===== src/hdl/usc_params.svh =====
`ifndef USC_PARAMS_SVH
`define USC_PARAMS_SVH

// Register addresses on the byte-wide register port
`define USC_ADDR_TX_HOLD   8'hB8
`define USC_ADDR_RX_HOLD   8'hB9
`define USC_ADDR_CTRL_STAT 8'hBA
`define USC_ADDR_RX_STAT   8'hBB
`define USC_ADDR_IRQ_CLK   8'hBC
`define USC_ADDR_BAUD_DIV  8'hBD

// Reset values
`define USC_RST_BYTE       8'h00
`define USC_RST_CTRL       5'h00
`define USC_RST_TX_EMPTY   1'b1

// Only software writable bit of the receive status register
`define USC_BIT_ADDRESS_WAIT_MODE       3'h2

// Oversampling: last tick of a bit, start check point, vote window
`define USC_OS_LAST_ASYNC  4'hF
`define USC_OS_LAST_SYNC   4'h0
`define USC_OS_HALF        4'h8
`define USC_VOTE_FIRST     4'h7
`define USC_VOTE_LAST      4'h9

// Data bit counts
`define USC_BITS_SEVEN     4'h7
`define USC_BITS_EIGHT     4'h8
`define USC_BITS_NINE      4'h9

// Parity selection codes {parity_sel_hi, ninth_or_parity_lo}
`define USC_PAR_ODD        2'h0
`define USC_PAR_EVEN       2'h1
`define USC_PAR_MARK       2'h2
`define USC_PAR_SPACE      2'h3

`endif


===== src/hdl/usc_pkg.sv =====
package usc_pkg;

    // Writable part of the control and status register
    typedef struct packed {
        logic parity_enable;
        logic parity_sel_hi;
        logic ninth_or_parity_lo;
        logic frame_length_sel_hi;
        logic frame_length_sel_lo;
    } usc_ctrl_t;

    // Receive status register image, bit 7 first
    typedef struct packed {
        logic overrun_fault;
        logic framing_fault;
        logic parity_fault;
        logic line_break_seen;
        logic received_ninth_bit;
        logic address_wait_mode;
        logic transmit_active;
        logic receive_fault_hold;
    } usc_rx_stat_t;

    // Interrupt and clock select register, bit 7 first
    typedef struct packed {
        logic two_stop_select;
        logic force_line_low;
        logic tx_pin_enable;
        logic sync_mode_select;
        logic rx_clock_external;
        logic tx_clock_external;
        logic rx_irq_enable;
        logic tx_irq_enable;
    } usc_irq_clk_t;

    typedef enum logic [1:0] {
        RX_IDLE,
        RX_START,
        RX_BITS,
        RX_STOP
    } usc_rx_state_t;

endpackage : usc_pkg


===== src/hdl/usc_top.sv =====
// How it works
// - Global fault is OR of four faults
// - Received character sets full, read clears
// - Empty sets on shifter load, write clears
// - Overrun flag bit 7, clear on read
// - Framing fault held until status read
// - Parity fault held until status read
// - Line break flag held until status read
// - Ninth received bit stored, read only
// - Attention mode cleared by ninth bit one
// - Transmit active until last stop ends
// - Fault hold set on framing or break, line high clears
// - Stop select picks one or two stops
// - Force low holds serial output low
// - Pin enable routes transmitter onto pin
// - Mode select picks async or sync
// - Receiver clock internal or shift pin
// - Transmitter clock internal or shift pin
// - Receive enable gates receiver interrupt
// - Transmit enable gates transmitter interrupt
// - Seven, eight, nine bits or loopback
// - Parity extra to data, hardware made
// - Frame length code decode
// - Transmit interrupt while empty and enabled
// - Receive interrupt while full and enabled
// - Async sixteen ticks per bit, sync one
//
// Our own choice: strobed register access.
`include "usc_params.svh"

module usc_top #(
    parameter int DIV_W = 8
) (
    input  wire logic       CLK_I,
    input  wire logic       RSTN_I,
    input  wire logic [7:0] ADDR_I,
    input  wire logic [7:0] WDATA_I,
    input  wire logic       WR_I,
    input  wire logic       RD_I,
    output logic      [7:0] RDATA_O,
    input  wire logic       SERIAL_IN_I,
    input  wire logic       PORT_GP_I,
    output logic            PORT_PIN_O,
    input  wire logic       SHIFT_CLK_I,
    output logic            SHIFT_CLK_O,
    output logic            SHIFT_CLK_OE_N_O,
    output logic            IRQ_RX_O,
    output logic            IRQ_TX_O
);

    // Divisor register is DIV_W bits, at most one byte wide
    if (DIV_W < 1 || DIV_W > 8) begin : g_chk
        $error("DIV_W must be 1 to 8");
    end

    ////////////////////////////////////////////////////////////////////
    // Helper functions

    // Data bits plus parity bit of the current frame
    function automatic logic [3:0] frame_m(input usc_pkg::usc_ctrl_t c);
        logic [3:0] n;
        n = c.frame_length_sel_hi ? `USC_BITS_NINE :
            (c.frame_length_sel_lo ? `USC_BITS_SEVEN : `USC_BITS_EIGHT);
        return n + {3'h0, c.parity_enable & ~c.frame_length_sel_hi};
    endfunction : frame_m

    // Parity over seven or eight data bits
    function automatic logic par_bit(input logic [7:0] d, input logic seven,
                                     input logic [1:0] sel);
        logic x;
        x = seven ? ^d[6:0] : ^d;
        case (sel)
            `USC_PAR_ODD:  par_bit = ~x;
            `USC_PAR_EVEN: par_bit = x;
            `USC_PAR_MARK: par_bit = 1'b1;
            default:       par_bit = 1'b0;
        endcase
    endfunction : par_bit

    // Two of three majority
    function automatic logic maj3(input logic [2:0] v);
        return (v[0] & v[1]) | (v[0] & v[2]) | (v[1] & v[2]);
    endfunction : maj3

    ////////////////////////////////////////////////////////////////////
    // Declarations

    usc_pkg::usc_ctrl_t    ctrl_reg;
    usc_pkg::usc_irq_clk_t ic_reg;
    usc_pkg::usc_rx_state_t rx_st_reg;
    logic [DIV_W-1:0] div_reg, div_cnt_reg;
    logic [7:0]  tx_hold_reg, rx_hold_reg, rdata_reg;
    logic [11:0] tx_sh_reg;
    logic [3:0]  tx_left_reg, tx_os_reg, rx_os_reg, rx_idx_reg;
    logic [8:0]  rx_sh_reg;
    logic [2:0]  votes_reg, rxd_sync_reg, sck_sync_reg;
    logic        rxd_reg, sck_reg, tick_out_reg;
    logic        tx_empty_reg, rx_full_reg, err_reg;
    logic        ovr_reg, frm_reg, par_reg, lbrk_reg;
    logic        nine_reg, address_wait_mode_reg, transmit_active_reg, receive_fault_hold_reg;
    logic        pin_reg, irq_rx_reg, irq_tx_reg, sck_oe_n_reg;

    ////////////////////////////////////////////////////////////////////
    // Register port decode

    wire wr_txh = WR_I && (ADDR_I == `USC_ADDR_TX_HOLD);
    wire wr_ctl = WR_I && (ADDR_I == `USC_ADDR_CTRL_STAT);
    wire wr_rxs = WR_I && (ADDR_I == `USC_ADDR_RX_STAT);
    wire wr_ic  = WR_I && (ADDR_I == `USC_ADDR_IRQ_CLK);
    wire wr_div = WR_I && (ADDR_I == `USC_ADDR_BAUD_DIV);
    wire rd_rxh = RD_I && (ADDR_I == `USC_ADDR_RX_HOLD);
    wire rd_rxs = RD_I && (ADDR_I == `USC_ADDR_RX_STAT);

    // Status images assembled from live flags
    usc_pkg::usc_rx_stat_t rxs_img;
    assign rxs_img = '{ovr_reg, frm_reg, par_reg, lbrk_reg,
                       nine_reg, address_wait_mode_reg, transmit_active_reg, receive_fault_hold_reg};
    wire [7:0] ctl_img = {ctrl_reg, err_reg, rx_full_reg, tx_empty_reg};

    // Unmapped addresses read as zero
    logic [7:0] rd_mux;
    always_comb begin
        if (ADDR_I == `USC_ADDR_TX_HOLD)
            rd_mux = tx_hold_reg;
        else if (ADDR_I == `USC_ADDR_RX_HOLD)
            rd_mux = rx_hold_reg;
        else if (ADDR_I == `USC_ADDR_CTRL_STAT)
            rd_mux = ctl_img;
        else if (ADDR_I == `USC_ADDR_RX_STAT)
            rd_mux = rxs_img;
        else if (ADDR_I == `USC_ADDR_IRQ_CLK)
            rd_mux = ic_reg;
        else if (ADDR_I == `USC_ADDR_BAUD_DIV)
            rd_mux = 8'(div_reg);
        else
            rd_mux = `USC_RST_BYTE;
    end

    ////////////////////////////////////////////////////////////////////
    // Pin synchronisers, three stages, change accepted when 2 and 3 agree

    always_ff @(posedge CLK_I) begin
        if (!RSTN_I) begin
            rxd_sync_reg <= 3'h7;
            sck_sync_reg <= 3'h0;
            rxd_reg      <= 1'b1;
            sck_reg      <= 1'b0;
        end else begin
            rxd_sync_reg <= {rxd_sync_reg[1:0], SERIAL_IN_I};
            sck_sync_reg <= {sck_sync_reg[1:0], SHIFT_CLK_I};
            if (rxd_sync_reg[1] == rxd_sync_reg[2])
                rxd_reg <= rxd_sync_reg[2];
            if (sck_sync_reg[1] == sck_sync_reg[2])
                sck_reg <= sck_sync_reg[2];
        end
    end

    wire ext_rise = sck_sync_reg[1] & sck_sync_reg[2] & ~sck_reg;
    wire ext_fall = ~sck_sync_reg[1] & ~sck_sync_reg[2] & sck_reg;

    ////////////////////////////////////////////////////////////////////
    // Baud divider; divisor zero stops the internal clock

    wire int_tick = (div_reg != '0) && (div_cnt_reg == '0);

    always_ff @(posedge CLK_I) begin
        if (!RSTN_I) begin
            div_cnt_reg  <= '0;
            tick_out_reg <= 1'b0;
        end else begin
            if (div_cnt_reg == '0)
                div_cnt_reg <= div_reg - 1'b1;
            else
                div_cnt_reg <= div_cnt_reg - 1'b1;
            if (int_tick)
                tick_out_reg <= ~tick_out_reg;
        end
    end

    // Sync mode: shift out on rising, sample on falling clock edge
    // mode and rate
    wire ssel     = ic_reg.sync_mode_select;
    wire int_rise = int_tick & (~ssel | ~tick_out_reg);
    wire int_fall = int_tick & (~ssel | tick_out_reg);
    wire [3:0] os_last = ssel ? `USC_OS_LAST_SYNC : `USC_OS_LAST_ASYNC;
    wire tx_tick = ic_reg.tx_clock_external ? ext_rise : int_rise;
    wire rx_tick = ic_reg.rx_clock_external ?
                   (ssel ? ext_fall : ext_rise) : int_fall;

    ////////////////////////////////////////////////////////////////////
    // Frame format decode

    wire        nine   = ctrl_reg.frame_length_sel_hi;
    wire        seven  = ctrl_reg.frame_length_sel_lo & ~nine;
    wire        loop   = nine & ctrl_reg.frame_length_sel_lo;
    wire        par_on = ctrl_reg.parity_enable & ~nine;
    wire [1:0]  psel   = {ctrl_reg.parity_sel_hi, ctrl_reg.ninth_or_parity_lo};
    wire [3:0]  m      = frame_m(ctrl_reg);
    wire [3:0]  stops  = ic_reg.two_stop_select ? 4'h2 : 4'h1;
    wire [3:0]  tx_tot = 4'h1 + m + stops;

    // payload LSB first, unused upper bits idle high
    wire        tx_p = par_bit(tx_hold_reg, seven, psel);
    logic [8:0] tx_pay;
    always_comb begin
        if (nine)
            tx_pay = {ctrl_reg.ninth_or_parity_lo, tx_hold_reg};
        else if (seven)
            tx_pay = {1'b1, par_on ? tx_p : 1'b1, tx_hold_reg[6:0]};
        else
            tx_pay = {par_on ? tx_p : 1'b1, tx_hold_reg};
    end

    ////////////////////////////////////////////////////////////////////
    // Transmitter

    wire tx_bit_end = transmit_active_reg && tx_tick && (tx_os_reg == os_last);
    wire tx_last    = tx_bit_end && (tx_left_reg == 4'h1);
    // Never load in a transmit hold write cycle, so a new byte is not overtaken
    wire tx_load    = !tx_empty_reg && !wr_txh && (!transmit_active_reg || tx_last);

    always_ff @(posedge CLK_I) begin
        if (!RSTN_I) begin
            tx_sh_reg    <= '1;
            tx_left_reg  <= 4'h0;
            tx_os_reg    <= 4'h0;
            transmit_active_reg     <= 1'b0;
            tx_empty_reg <= `USC_RST_TX_EMPTY;
        end else begin
            if (tx_load) begin
                tx_sh_reg    <= {2'b11, tx_pay, 1'b0};
                tx_left_reg  <= tx_tot;
                tx_os_reg    <= 4'h0;
                transmit_active_reg     <= 1'b1;
                tx_empty_reg <= 1'b1;
            end else begin
                if (wr_txh)
                    tx_empty_reg <= 1'b0;
                if (tx_last)
                    transmit_active_reg <= 1'b0;
                if (transmit_active_reg && tx_tick)
                    tx_os_reg <= (tx_os_reg == os_last) ? 4'h0 : tx_os_reg + 4'h1;
                if (tx_bit_end) begin
                    tx_sh_reg   <= {1'b1, tx_sh_reg[11:1]};
                    tx_left_reg <= tx_left_reg - 4'h1;
                end
            end
        end
    end

    wire tx_line = ic_reg.force_line_low ? 1'b0 : (!transmit_active_reg || tx_sh_reg[0]);

    ////////////////////////////////////////////////////////////////////
    // Receiver

    // loopback feeds transmitter line to receiver
    wire rx_in     = loop ? tx_line : rxd_reg;
    wire rx_bitend = rx_tick && (rx_os_reg == os_last);
    wire rx_bit    = ssel ? rx_in : maj3(votes_reg);
    wire rx_done   = (rx_st_reg == usc_pkg::RX_STOP) && rx_bitend;
    wire [8:0] msk = 9'h1FF >> (4'h9 - m);
    wire rx_zero   = (rx_sh_reg & msk) == 9'h000;
    wire rx_pbit   = seven ? rx_sh_reg[7] : rx_sh_reg[8];
    wire rx_ninth  = rx_sh_reg[8];
    // Break: whole frame low including stop
    wire set_brk   = rx_done && !rx_bit && rx_zero;
    wire set_frm   = rx_done && !rx_bit && !rx_zero;
    wire set_par   = rx_done && par_on &&
                     (rx_pbit != par_bit(rx_sh_reg[7:0], seven, psel));
    // attention mode discards characters without ninth bit
    wire rx_take   = rx_done && (!address_wait_mode_reg || (nine && rx_ninth));
    wire set_ovr   = rx_take && rx_full_reg;

    always_ff @(posedge CLK_I) begin
        if (!RSTN_I) begin
            rx_st_reg  <= usc_pkg::RX_IDLE;
            rx_os_reg  <= 4'h0;
            rx_idx_reg <= 4'h0;
            rx_sh_reg  <= 9'h000;
            votes_reg  <= 3'h0;
        end else if (rx_tick) begin
            rx_os_reg <= (rx_os_reg == os_last) ? 4'h0 : rx_os_reg + 4'h1;
            if (rx_os_reg >= `USC_VOTE_FIRST && rx_os_reg <= `USC_VOTE_LAST)
                votes_reg <= {votes_reg[1:0], rx_in};
            case (rx_st_reg)
                usc_pkg::RX_IDLE: begin
                    rx_os_reg  <= ssel ? 4'h0 : 4'h1;
                    rx_idx_reg <= 4'h0;
                    // A held fault waits for the line to go high first
                    if (!rx_in && !receive_fault_hold_reg)
                        rx_st_reg <= ssel ? usc_pkg::RX_BITS : usc_pkg::RX_START;
                end
                usc_pkg::RX_START: begin
                    if (rx_os_reg == `USC_OS_HALF && rx_in)
                        rx_st_reg <= usc_pkg::RX_IDLE;
                    else if (rx_bitend)
                        rx_st_reg <= usc_pkg::RX_BITS;
                end
                usc_pkg::RX_BITS: begin
                    if (rx_bitend) begin
                        rx_sh_reg[rx_idx_reg] <= rx_bit;
                        rx_idx_reg <= rx_idx_reg + 4'h1;
                        if (rx_idx_reg == m - 4'h1)
                            rx_st_reg <= usc_pkg::RX_STOP;
                    end
                end
                default: begin
                    if (rx_bitend)
                        rx_st_reg <= usc_pkg::RX_IDLE;
                end
            endcase
        end
    end

    ////////////////////////////////////////////////////////////////////
    // Flags; a set in the same cycle as its clear wins, except for attention mode

    wire ovr_next  = set_ovr | (ovr_reg & ~rd_rxs);
    wire frm_next  = set_frm | (frm_reg & ~rd_rxs);
    wire par_next  = set_par | (par_reg & ~rd_rxs);
    wire lbrk_next = set_brk | (lbrk_reg & ~rd_rxs);

    always_ff @(posedge CLK_I) begin
        if (!RSTN_I) begin
            ovr_reg     <= 1'b0;
            frm_reg     <= 1'b0;
            par_reg     <= 1'b0;
            lbrk_reg    <= 1'b0;
            err_reg     <= 1'b0;
            rx_full_reg <= 1'b0;
            receive_fault_hold_reg    <= 1'b0;
            nine_reg    <= 1'b0;
            address_wait_mode_reg    <= 1'b0;
            rx_hold_reg <= `USC_RST_BYTE;
        end else begin
            ovr_reg  <= ovr_next;
            frm_reg  <= frm_next;
            par_reg  <= par_next;
            lbrk_reg <= lbrk_next;
            err_reg  <= ovr_next | frm_next | par_next | lbrk_next;
            rx_full_reg <= rx_take | (rx_full_reg & ~rd_rxh);
            receive_fault_hold_reg <= set_frm | set_brk | (receive_fault_hold_reg & ~rxd_reg);
            if (rx_take) begin
                rx_hold_reg <= seven ? {1'b0, rx_sh_reg[6:0]} : rx_sh_reg[7:0];
                nine_reg    <= nine & rx_ninth;
            end
            // attention clear wins over a write
            if (rx_done && address_wait_mode_reg && nine && rx_ninth)
                address_wait_mode_reg <= 1'b0;
            else if (wr_rxs)
                address_wait_mode_reg <= WDATA_I[`USC_BIT_ADDRESS_WAIT_MODE];
        end
    end

    ////////////////////////////////////////////////////////////////////
    // Software registers

    always_ff @(posedge CLK_I) begin
        if (!RSTN_I) begin
            ctrl_reg    <= `USC_RST_CTRL;
            ic_reg      <= `USC_RST_BYTE;
            div_reg     <= '0;
            tx_hold_reg <= `USC_RST_BYTE;
        end else begin
            if (wr_txh)
                tx_hold_reg <= WDATA_I;
            if (wr_ctl)
                ctrl_reg <= WDATA_I[7:3];
            if (wr_ic)
                ic_reg <= WDATA_I;
            if (wr_div)
                div_reg <= WDATA_I[DIV_W-1:0];
        end
    end

    ////////////////////////////////////////////////////////////////////
    // Registered outputs

    always_ff @(posedge CLK_I) begin
        if (!RSTN_I) begin
            rdata_reg    <= `USC_RST_BYTE;
            pin_reg      <= 1'b1;
            irq_rx_reg   <= 1'b0;
            irq_tx_reg   <= 1'b0;
            sck_oe_n_reg <= 1'b1;
        end else begin
            rdata_reg <= RD_I ? rd_mux : `USC_RST_BYTE;
            pin_reg <= ic_reg.tx_pin_enable ? tx_line : PORT_GP_I;
            irq_rx_reg <= rx_full_reg & ic_reg.rx_irq_enable;
            irq_tx_reg <= tx_empty_reg & ic_reg.tx_irq_enable;
            // Drive the clock pin only when no section takes it as input
            sck_oe_n_reg <= ic_reg.rx_clock_external | ic_reg.tx_clock_external;
        end
    end

    assign RDATA_O          = rdata_reg;
    assign PORT_PIN_O       = pin_reg;
    assign SHIFT_CLK_O      = tick_out_reg;
    assign SHIFT_CLK_OE_N_O = sck_oe_n_reg;
    assign IRQ_RX_O         = irq_rx_reg;
    assign IRQ_TX_O         = irq_tx_reg;

endmodule : usc_top


===== config.mk =====
export PLATFORM = sky130hd
export DESIGN_NAME = usc_top
export DESIGN_NICKNAME = d
export VERILOG_FILES = /design/src/hdl/usc_pkg.sv /design/src/hdl/usc_top.sv
export VERILOG_INCLUDE_DIRS = /design/src /design/src/hdl
export SDC_FILE = /design/constraint.sdc
export NUM_CORES = 1
export LEC_CHECK = 0
export ABC_CLOCK_PERIOD_IN_PS = 8200
export BUFFER_PORTS_ARGS = -buffer_cell sky130_fd_sc_hd__clkbuf_2
export CORE_MARGIN = 2
export CORE_UTILIZATION = 45
export DETAILED_ROUTE_END_ITERATION = 8
export GPL_ROUTABILITY_DRIVEN = 0
export GPL_TIMING_DRIVEN = 0
export REMOVE_ABC_BUFFERS = 1
export SLEW_MARGIN = 40
export SYNTH_ARGS = -nofsm -noshare
export SYNTH_HDL_FRONTEND = slang
export SYNTH_SLANG_ARGS = --single-unit

===== constraint.sdc =====
create_clock -name CLK_I -period 8.2 [get_ports CLK_I]
set_input_delay 1.64 -clock CLK_I [delete_from_list [all_inputs] [get_ports CLK_I]]
set_output_delay 1.64 -clock CLK_I [all_outputs]
set_load 0.02 [all_outputs]

# Word-level counts from Yosys, hierarchy flattened
# Cells that the tools add are included.
# Widths: inputs -> output; s select.
dict set report classes {
  n_addsub 11
  n_lt_le_gt_ge 4
  eq_ne 23
  n_shift 1
  n_mux 50
  n_bitwise 49
  n_reduce_logical 61
}
# op n
set op_table {}
lappend op_table {{$mux 8} 8}
lappend op_table {{$eq 8x8->1 const B} 6}
lappend op_table {{$mux 4} 9}
lappend op_table {{$logic_and 1x1->1} 30}
lappend op_table {{$and 1x1->1} 21}
lappend op_table {{$mux 10} 2}
lappend op_table {{$mux 9} 2}
lappend op_table {{$mux 2} 8}
lappend op_table {{$reduce_xor 8->1} 2}
lappend op_table {{$sub 8x1->8 const B} 2}
lappend op_table {{$mux 1} 15}
lappend op_table {{$or 1x1->1} 15}
lappend op_table {{$reduce_xor 7->1} 2}
lappend op_table {{$add 4x1->4 const B} 3}
lappend op_table {{$eq 4x4->1} 3}
lappend op_table {{$not 1->1} 12}
lappend op_table {{$and 9x9->9} 1}
lappend op_table {{$bwmux 9} 1}
lappend op_table {{$logic_not 9->1} 1}
lappend op_table {{$shr 9x4->9 const A} 1}
lappend op_table {{$logic_not 1->1} 8}
lappend op_table {{$logic_not 8->1} 1}
lappend op_table {{$pmux 4 s2} 1}
lappend op_table {{$reduce_bool 8->1} 1}
lappend op_table {{28 further kinds} 44}
dict set report word_totals {
  regBits 117
  inputBits 23
  output_inout_bits 13
  wordCells 245
}

# Longest topological paths before layout
dict set report logic_depth {
  depth_word 13
  ltp_mapped 15
  ltp_nobuf 13
}

# Worst setup path before layout
# Ideal clock, no wire load.
dict set report synth_path {
  kind {in2reg}
  start {input ADDR_I[5]}
  end {register tx_empty_reg}
  setup_time_ns 0.132
  arrival_ns 3.383
  required_ns 8.068
  setup_slack_ns 4.685
  stages 6
  path_buffers 0
  cell_sequence {nand3_1 nor3b_1 nor4b_1 nand2_1 nand2_1 nand3_1}
}
dict set report synth_between {
  elab_chain_cells 6
}
# item line_no
set synth_rtl {}
lappend synth_rtl {{start, declared} usc_top.sv:36} ;# input wire logic [7:0] ADDR_I,
lappend synth_rtl {{$eq 8x8->1 (no source line) (*)} --}
lappend synth_rtl {{$logic_and 1x1->1 (*)} usc_top.sv:106} ;# wire wr_txh = WR_I && (ADDR_I == `USC_ADDR_TX_HOLD);
lappend synth_rtl {{$logic_not 1->1} usc_top.sv:220} ;# wire tx_load = !tx_empty_reg && !wr_txh && (!transmit_active_reg || tx_last);
lappend synth_rtl {{$logic_and 1x1->1 (2 in series)} usc_top.sv:220}
lappend synth_rtl {{$reduce_or 2->1 (no source line)} --}
lappend synth_rtl {{end signal, assigned} usc_top.sv:228} ;# tx_empty_reg <= `USC_RST_TX_EMPTY;
lappend synth_rtl {{end, declared} usc_top.sv:98} ;# logic tx_empty_reg, rx_full_reg, err_reg;
# Mark *: on every way between the ends. The rest lies on a longest branch, timed or not.
# A chain may end at the register's enable or synchronous reset.

# Final worst setup path
dict set report layout_path {
  start {input ADDR_I[5]}
  end {register tx_sh_reg[8]}
}
dict set report layout_between {
  elab_chain_cells 6
  elab_cells_between_ends 7
  cone_classes {1 x eq/ne; 1 x mux; 5 x reduce/logical}
}
# item line_no
set layout_rtl {}
lappend layout_rtl {{$eq 8x8->1 (no source line) (*)} --}
lappend layout_rtl {{$logic_and 1x1->1 (*)} usc_top.sv:106}
lappend layout_rtl {{$logic_not 1->1 (*)} usc_top.sv:220}
lappend layout_rtl {{$logic_and 1x1->1 (*) (2 in series)} usc_top.sv:220}
lappend layout_rtl {{$mux 10 or $reduce_bool 2->1 (tied branches)} --}
lappend layout_rtl {{end signal, assigned} usc_top.sv:231} ;# tx_sh_reg <= {2'b11, tx_pay, 1'b0};
lappend layout_rtl {{end signal, assigned} usc_top.sv:244} ;# tx_sh_reg <= {1'b1, tx_sh_reg[11:1]};
lappend layout_rtl {{end, declared} usc_top.sv:93} ;# logic [11:0] tx_sh_reg;
# Marked as above.

==> flow_summary.yaml <==
floorplanning:
  floorplan.rows: 42
  die_height_um: 121.4
  die-area_sq_um: 14730
  floorplan.io_pins: 36
  floorplan.die.width_um: 121.4
  placeableCoreArea_sq_um: 13350
  initial_utilization: 0.4645
synth:
  ys_ff_latch: 117
  synth_async_reset_ratio: 0
  synthesis.instances: 720
  yosysWarnings: 0
  synth-main-ff-cell: "sky130_fd_sc_hd__dfxtp_1"
  syn-mean-instance-area_sq_um: 8.611
  synth-edff-count: 0
  post_synth_num_cell_types: 67
  yosysSeqAreaShare: 0.3778
  syn-cell-area_sq_um: 6200
cts:
  cts.root.buffer_cell: "sky130_fd_sc_hd__clkbuf_16"
  cts_hold_buf: 0
  htreeDepth: 4
  worst_setup_hold_path_clk_slew_ns: 0.06
  cts-root-to-sink-buffers: 2
  cts_repair_resize_count: 0
  clk_latency_ns: 0.42
  clock_sink_count: 117
  cts_tree: "done"
  tritoncts.num_buffers: 17
  cts_post_setup_buffers_inserted: 0
hold_path:
  min_delay_path_class: "reg -> reg"
route:
  drt_pre_antenna_iters: 5
  post_drt_via_cell_ratio: 5.914
  post_drt_wl_per_cell_um: 17.88
  routed_wl_um: 16610
  drc: 0
  postRouteAntennaNets: 0
  detailroute.via_count: 5494
  dr.first_iter.drc_count: 497
critical_path:
  critPathMaxFanout: 14
  criticalPathCategory: "in -> reg"
  critical_path.cell_chain: "clkbuf_2 > nand3_1 > nor3b_2 > buf_4 > nor3b_1 > a21o_1 > nor2_1 > o221ai_1"
  critPathTopFamily: "simple AND/OR/NAND/NOR gates"
  critPathRequiredTime_ns: 8.53
  max_stage_delay_ns: 0.51
  crit_slowest_cell: "sky130_fd_sc_hd__nor3b_2"
  critical_path.n_buffers_inverters: 2
  critical_path_arrival_ns: 3.95
  end_kind: "flip-flop"
  startpoint_type: "input pin"
power_and_ir_drop:
  netSwitchingFraction: 0.2360
  cellPowerDensity_nw_per_um2: 198.6
  final_total_pwr_w: 0.001413
  reported_leakage_power_nw: 2.774
  irDropWorstVdd_mv: 0.1506
  switchingPower_w: 0.0003334
  sequential_group_share_of_total_power: 0.420
  share_comb_of_total_power: 0.072
  power_frac_clock: 0.509
  cellInternalPower_w: 0.001079
cells_and_area:
  layout.nets: 782
  max_reg_flops: 10
  fin_util: 0.5329
  area.growth.synth_to_final_pct: 14.73
  final_cell_mix: "sky130_fd_sc_hd__dfxtp_1 (117), sky130_fd_sc_hd__nor2_1 (70), sky130_fd_sc_hd__a21oi_1 (52), sky130_fd_sc_hd__nand2_1 (45), sky130_fd_sc_hd__mux2i_1 (42)"
  post_route_cells_drive_above_1_share: 0.1262
  n_antenna_cell: 0
  final_common_cell: "sky130_fd_sc_hd__dfxtp_1"
  n_fill_cell: 1259
  finish.instance_area_sq_um: 7113
timing:
  finalClockSkew_ns: 0.01653
  slew-limit-headroom: 0.4629
  worst_hold_slack_ns: 0.4126
  final_period_util: 0.4415
  timing.final.max_slew_violations: 0
  worst_slew_pin_slew_ns: 0.7900
  setup_tns_ns: 0
  maxClockFrequency_mhz: 276.2
  setup_violations: 0
  fin_crit_ns: 3.620
  grt_setup_unrepaired: "false"
  final_hold_viol_count: 0
run:
  max_capacitance_violation_count: 0
placed_design:
  hpwlAfterDp_um: 11500
  placedInstanceArea_sq_um: 6523
  buffer_ports.inserted: 35
grt:
  initial_antenna_violation_count: 0
  largest_net_degree_at_the_start_of_global_routing: 49
  wire_length_of_the_first_global_routing_pass_um: 26980
  grt_pass1_vias: 5237
  grt_util_all_layers: 0.2325
  global_route.overflow_total: 0
status:
  outcome: "finished, final reports clean"
[cells by family after synthesis]
kind of cell             share of synthesized area
adder cells (fa/ha/maj)                    0.04117
multiplexers                               0.07306
AND/OR/NAND/NOR                             0.2166
XOR/XNOR                                   0.06095
flip-flops                                  0.3778
AO/OA/AOI/OAI                               0.1873
buffers and inverters                      0.04319
[final timing paths]
| check | slack [ns] | depth (start not counted) | startpoint | endpoint |
|---|---|---|---|---|
| setup / recovery | 4.58 | 8 | ADDR_I[5] | tx_sh_reg[8] |
| hold / removal | 0.41 | 1 | rxd_sync_reg[0] | rxd_sync_reg[1] |
| setup reg to reg | 4.92 | 6 | ssel | tx_sh_reg[8] |
| hold reg to reg | 0.41 | 1 | rxd_sync_reg[0] | rxd_sync_reg[1] |
[per-stage QoR]
step	worst slack (ns)	instances
2_1_floorplan	3.334	678
3_3_place_gp	1.921	889
3_5_place_dp	4.227	896
4_1_cts	4.617	928
5_1_grt	4.437	929
6_report	4.580	929
[final cells by class]
cell class	instances	area, sq um	share of cell area
clock buffers	22	464.2	0.06526
flip-flops and latches	117	2342	0.3293
well taps	176	220.2	0.03096
clock inverters	10	105.1	0.01478
inverters	25	96.34	0.01354
repair buffers	43	235.2	0.03307
multi-input cells	536	3650	0.5131
[worst reg2reg max path, cell delays in order (launching register included)]
cell                       delay, ns
sky130_fd_sc_hd__dfxtp_1        0.71
sky130_fd_sc_hd__or4b_2         0.64
sky130_fd_sc_hd__o22ai_1        0.33
sky130_fd_sc_hd__and2_1         0.40
sky130_fd_sc_hd__and2_0         0.68
sky130_fd_sc_hd__mux2i_1        0.26
sky130_fd_sc_hd__o221ai_1       0.12
[metal layers]
metal  vias up  GRT usage  routed length (um)  share of wire
met1      2679     0.3007                7596           0.46
met5         -          0                   0              0
met2       148     0.3961                8104           0.49
met4         0    0.05747                 195          0.012
li1       2653          -                   -              -
met3        14    0.04840                 717          0.043
[cell usage after synthesis, drive strengths merged, types with 3 or more instances]
master,n,area (sq um)
a22oi,8,60.06
a221oi,9,78.83
o21ai,30,150.1
nor2b,13,81.33
xnor2,20,175.2
nor4b,3,41.29
a311oi,5,43.79
nor3b,10,95.09
or3,3,18.77
inv,25,93.84
buf,10,53.80
xnor3,3,67.56
mux2i,43,430.4
a21boi,10,75.07
a21oi,53,265.3
clkbuf,32,120.1
nand2,45,168.9
and3,6,37.54
ha,18,225.2
dfxtp,117,2342
nand4,9,56.30
o21a,4,30.03
nor2,70,262.8
o31ai,3,22.52
o211ai,10,75.07
a2bb2oi,3,26.28
and2,9,56.31
xor2,10,87.58
nor4,3,18.77
nand3,35,175.2
a31oi,13,81.33
or4,7,60.06
a21o,3,22.52
nand2b,11,68.82
nor3,25,125.1
a211oi,6,45.04
[power groups by stage]
stage | registers (W) | logic (W) | clock network [W]
after floorplan | 0.000602 | 0.0000650 | 0
after global placement | 0.000604 | 0.0000934 | 0
after detailed placement | 0.000604 | 0.0000985 | 0
after CTS | 0.000592 | 0.0000995 | 0.000728
after global routing | 0.000594 | 0.000110 | 0.000756
final | 0.000593 | 0.000101 | 0.000719
Note: power is estimated with default switching activity, not from simulation.
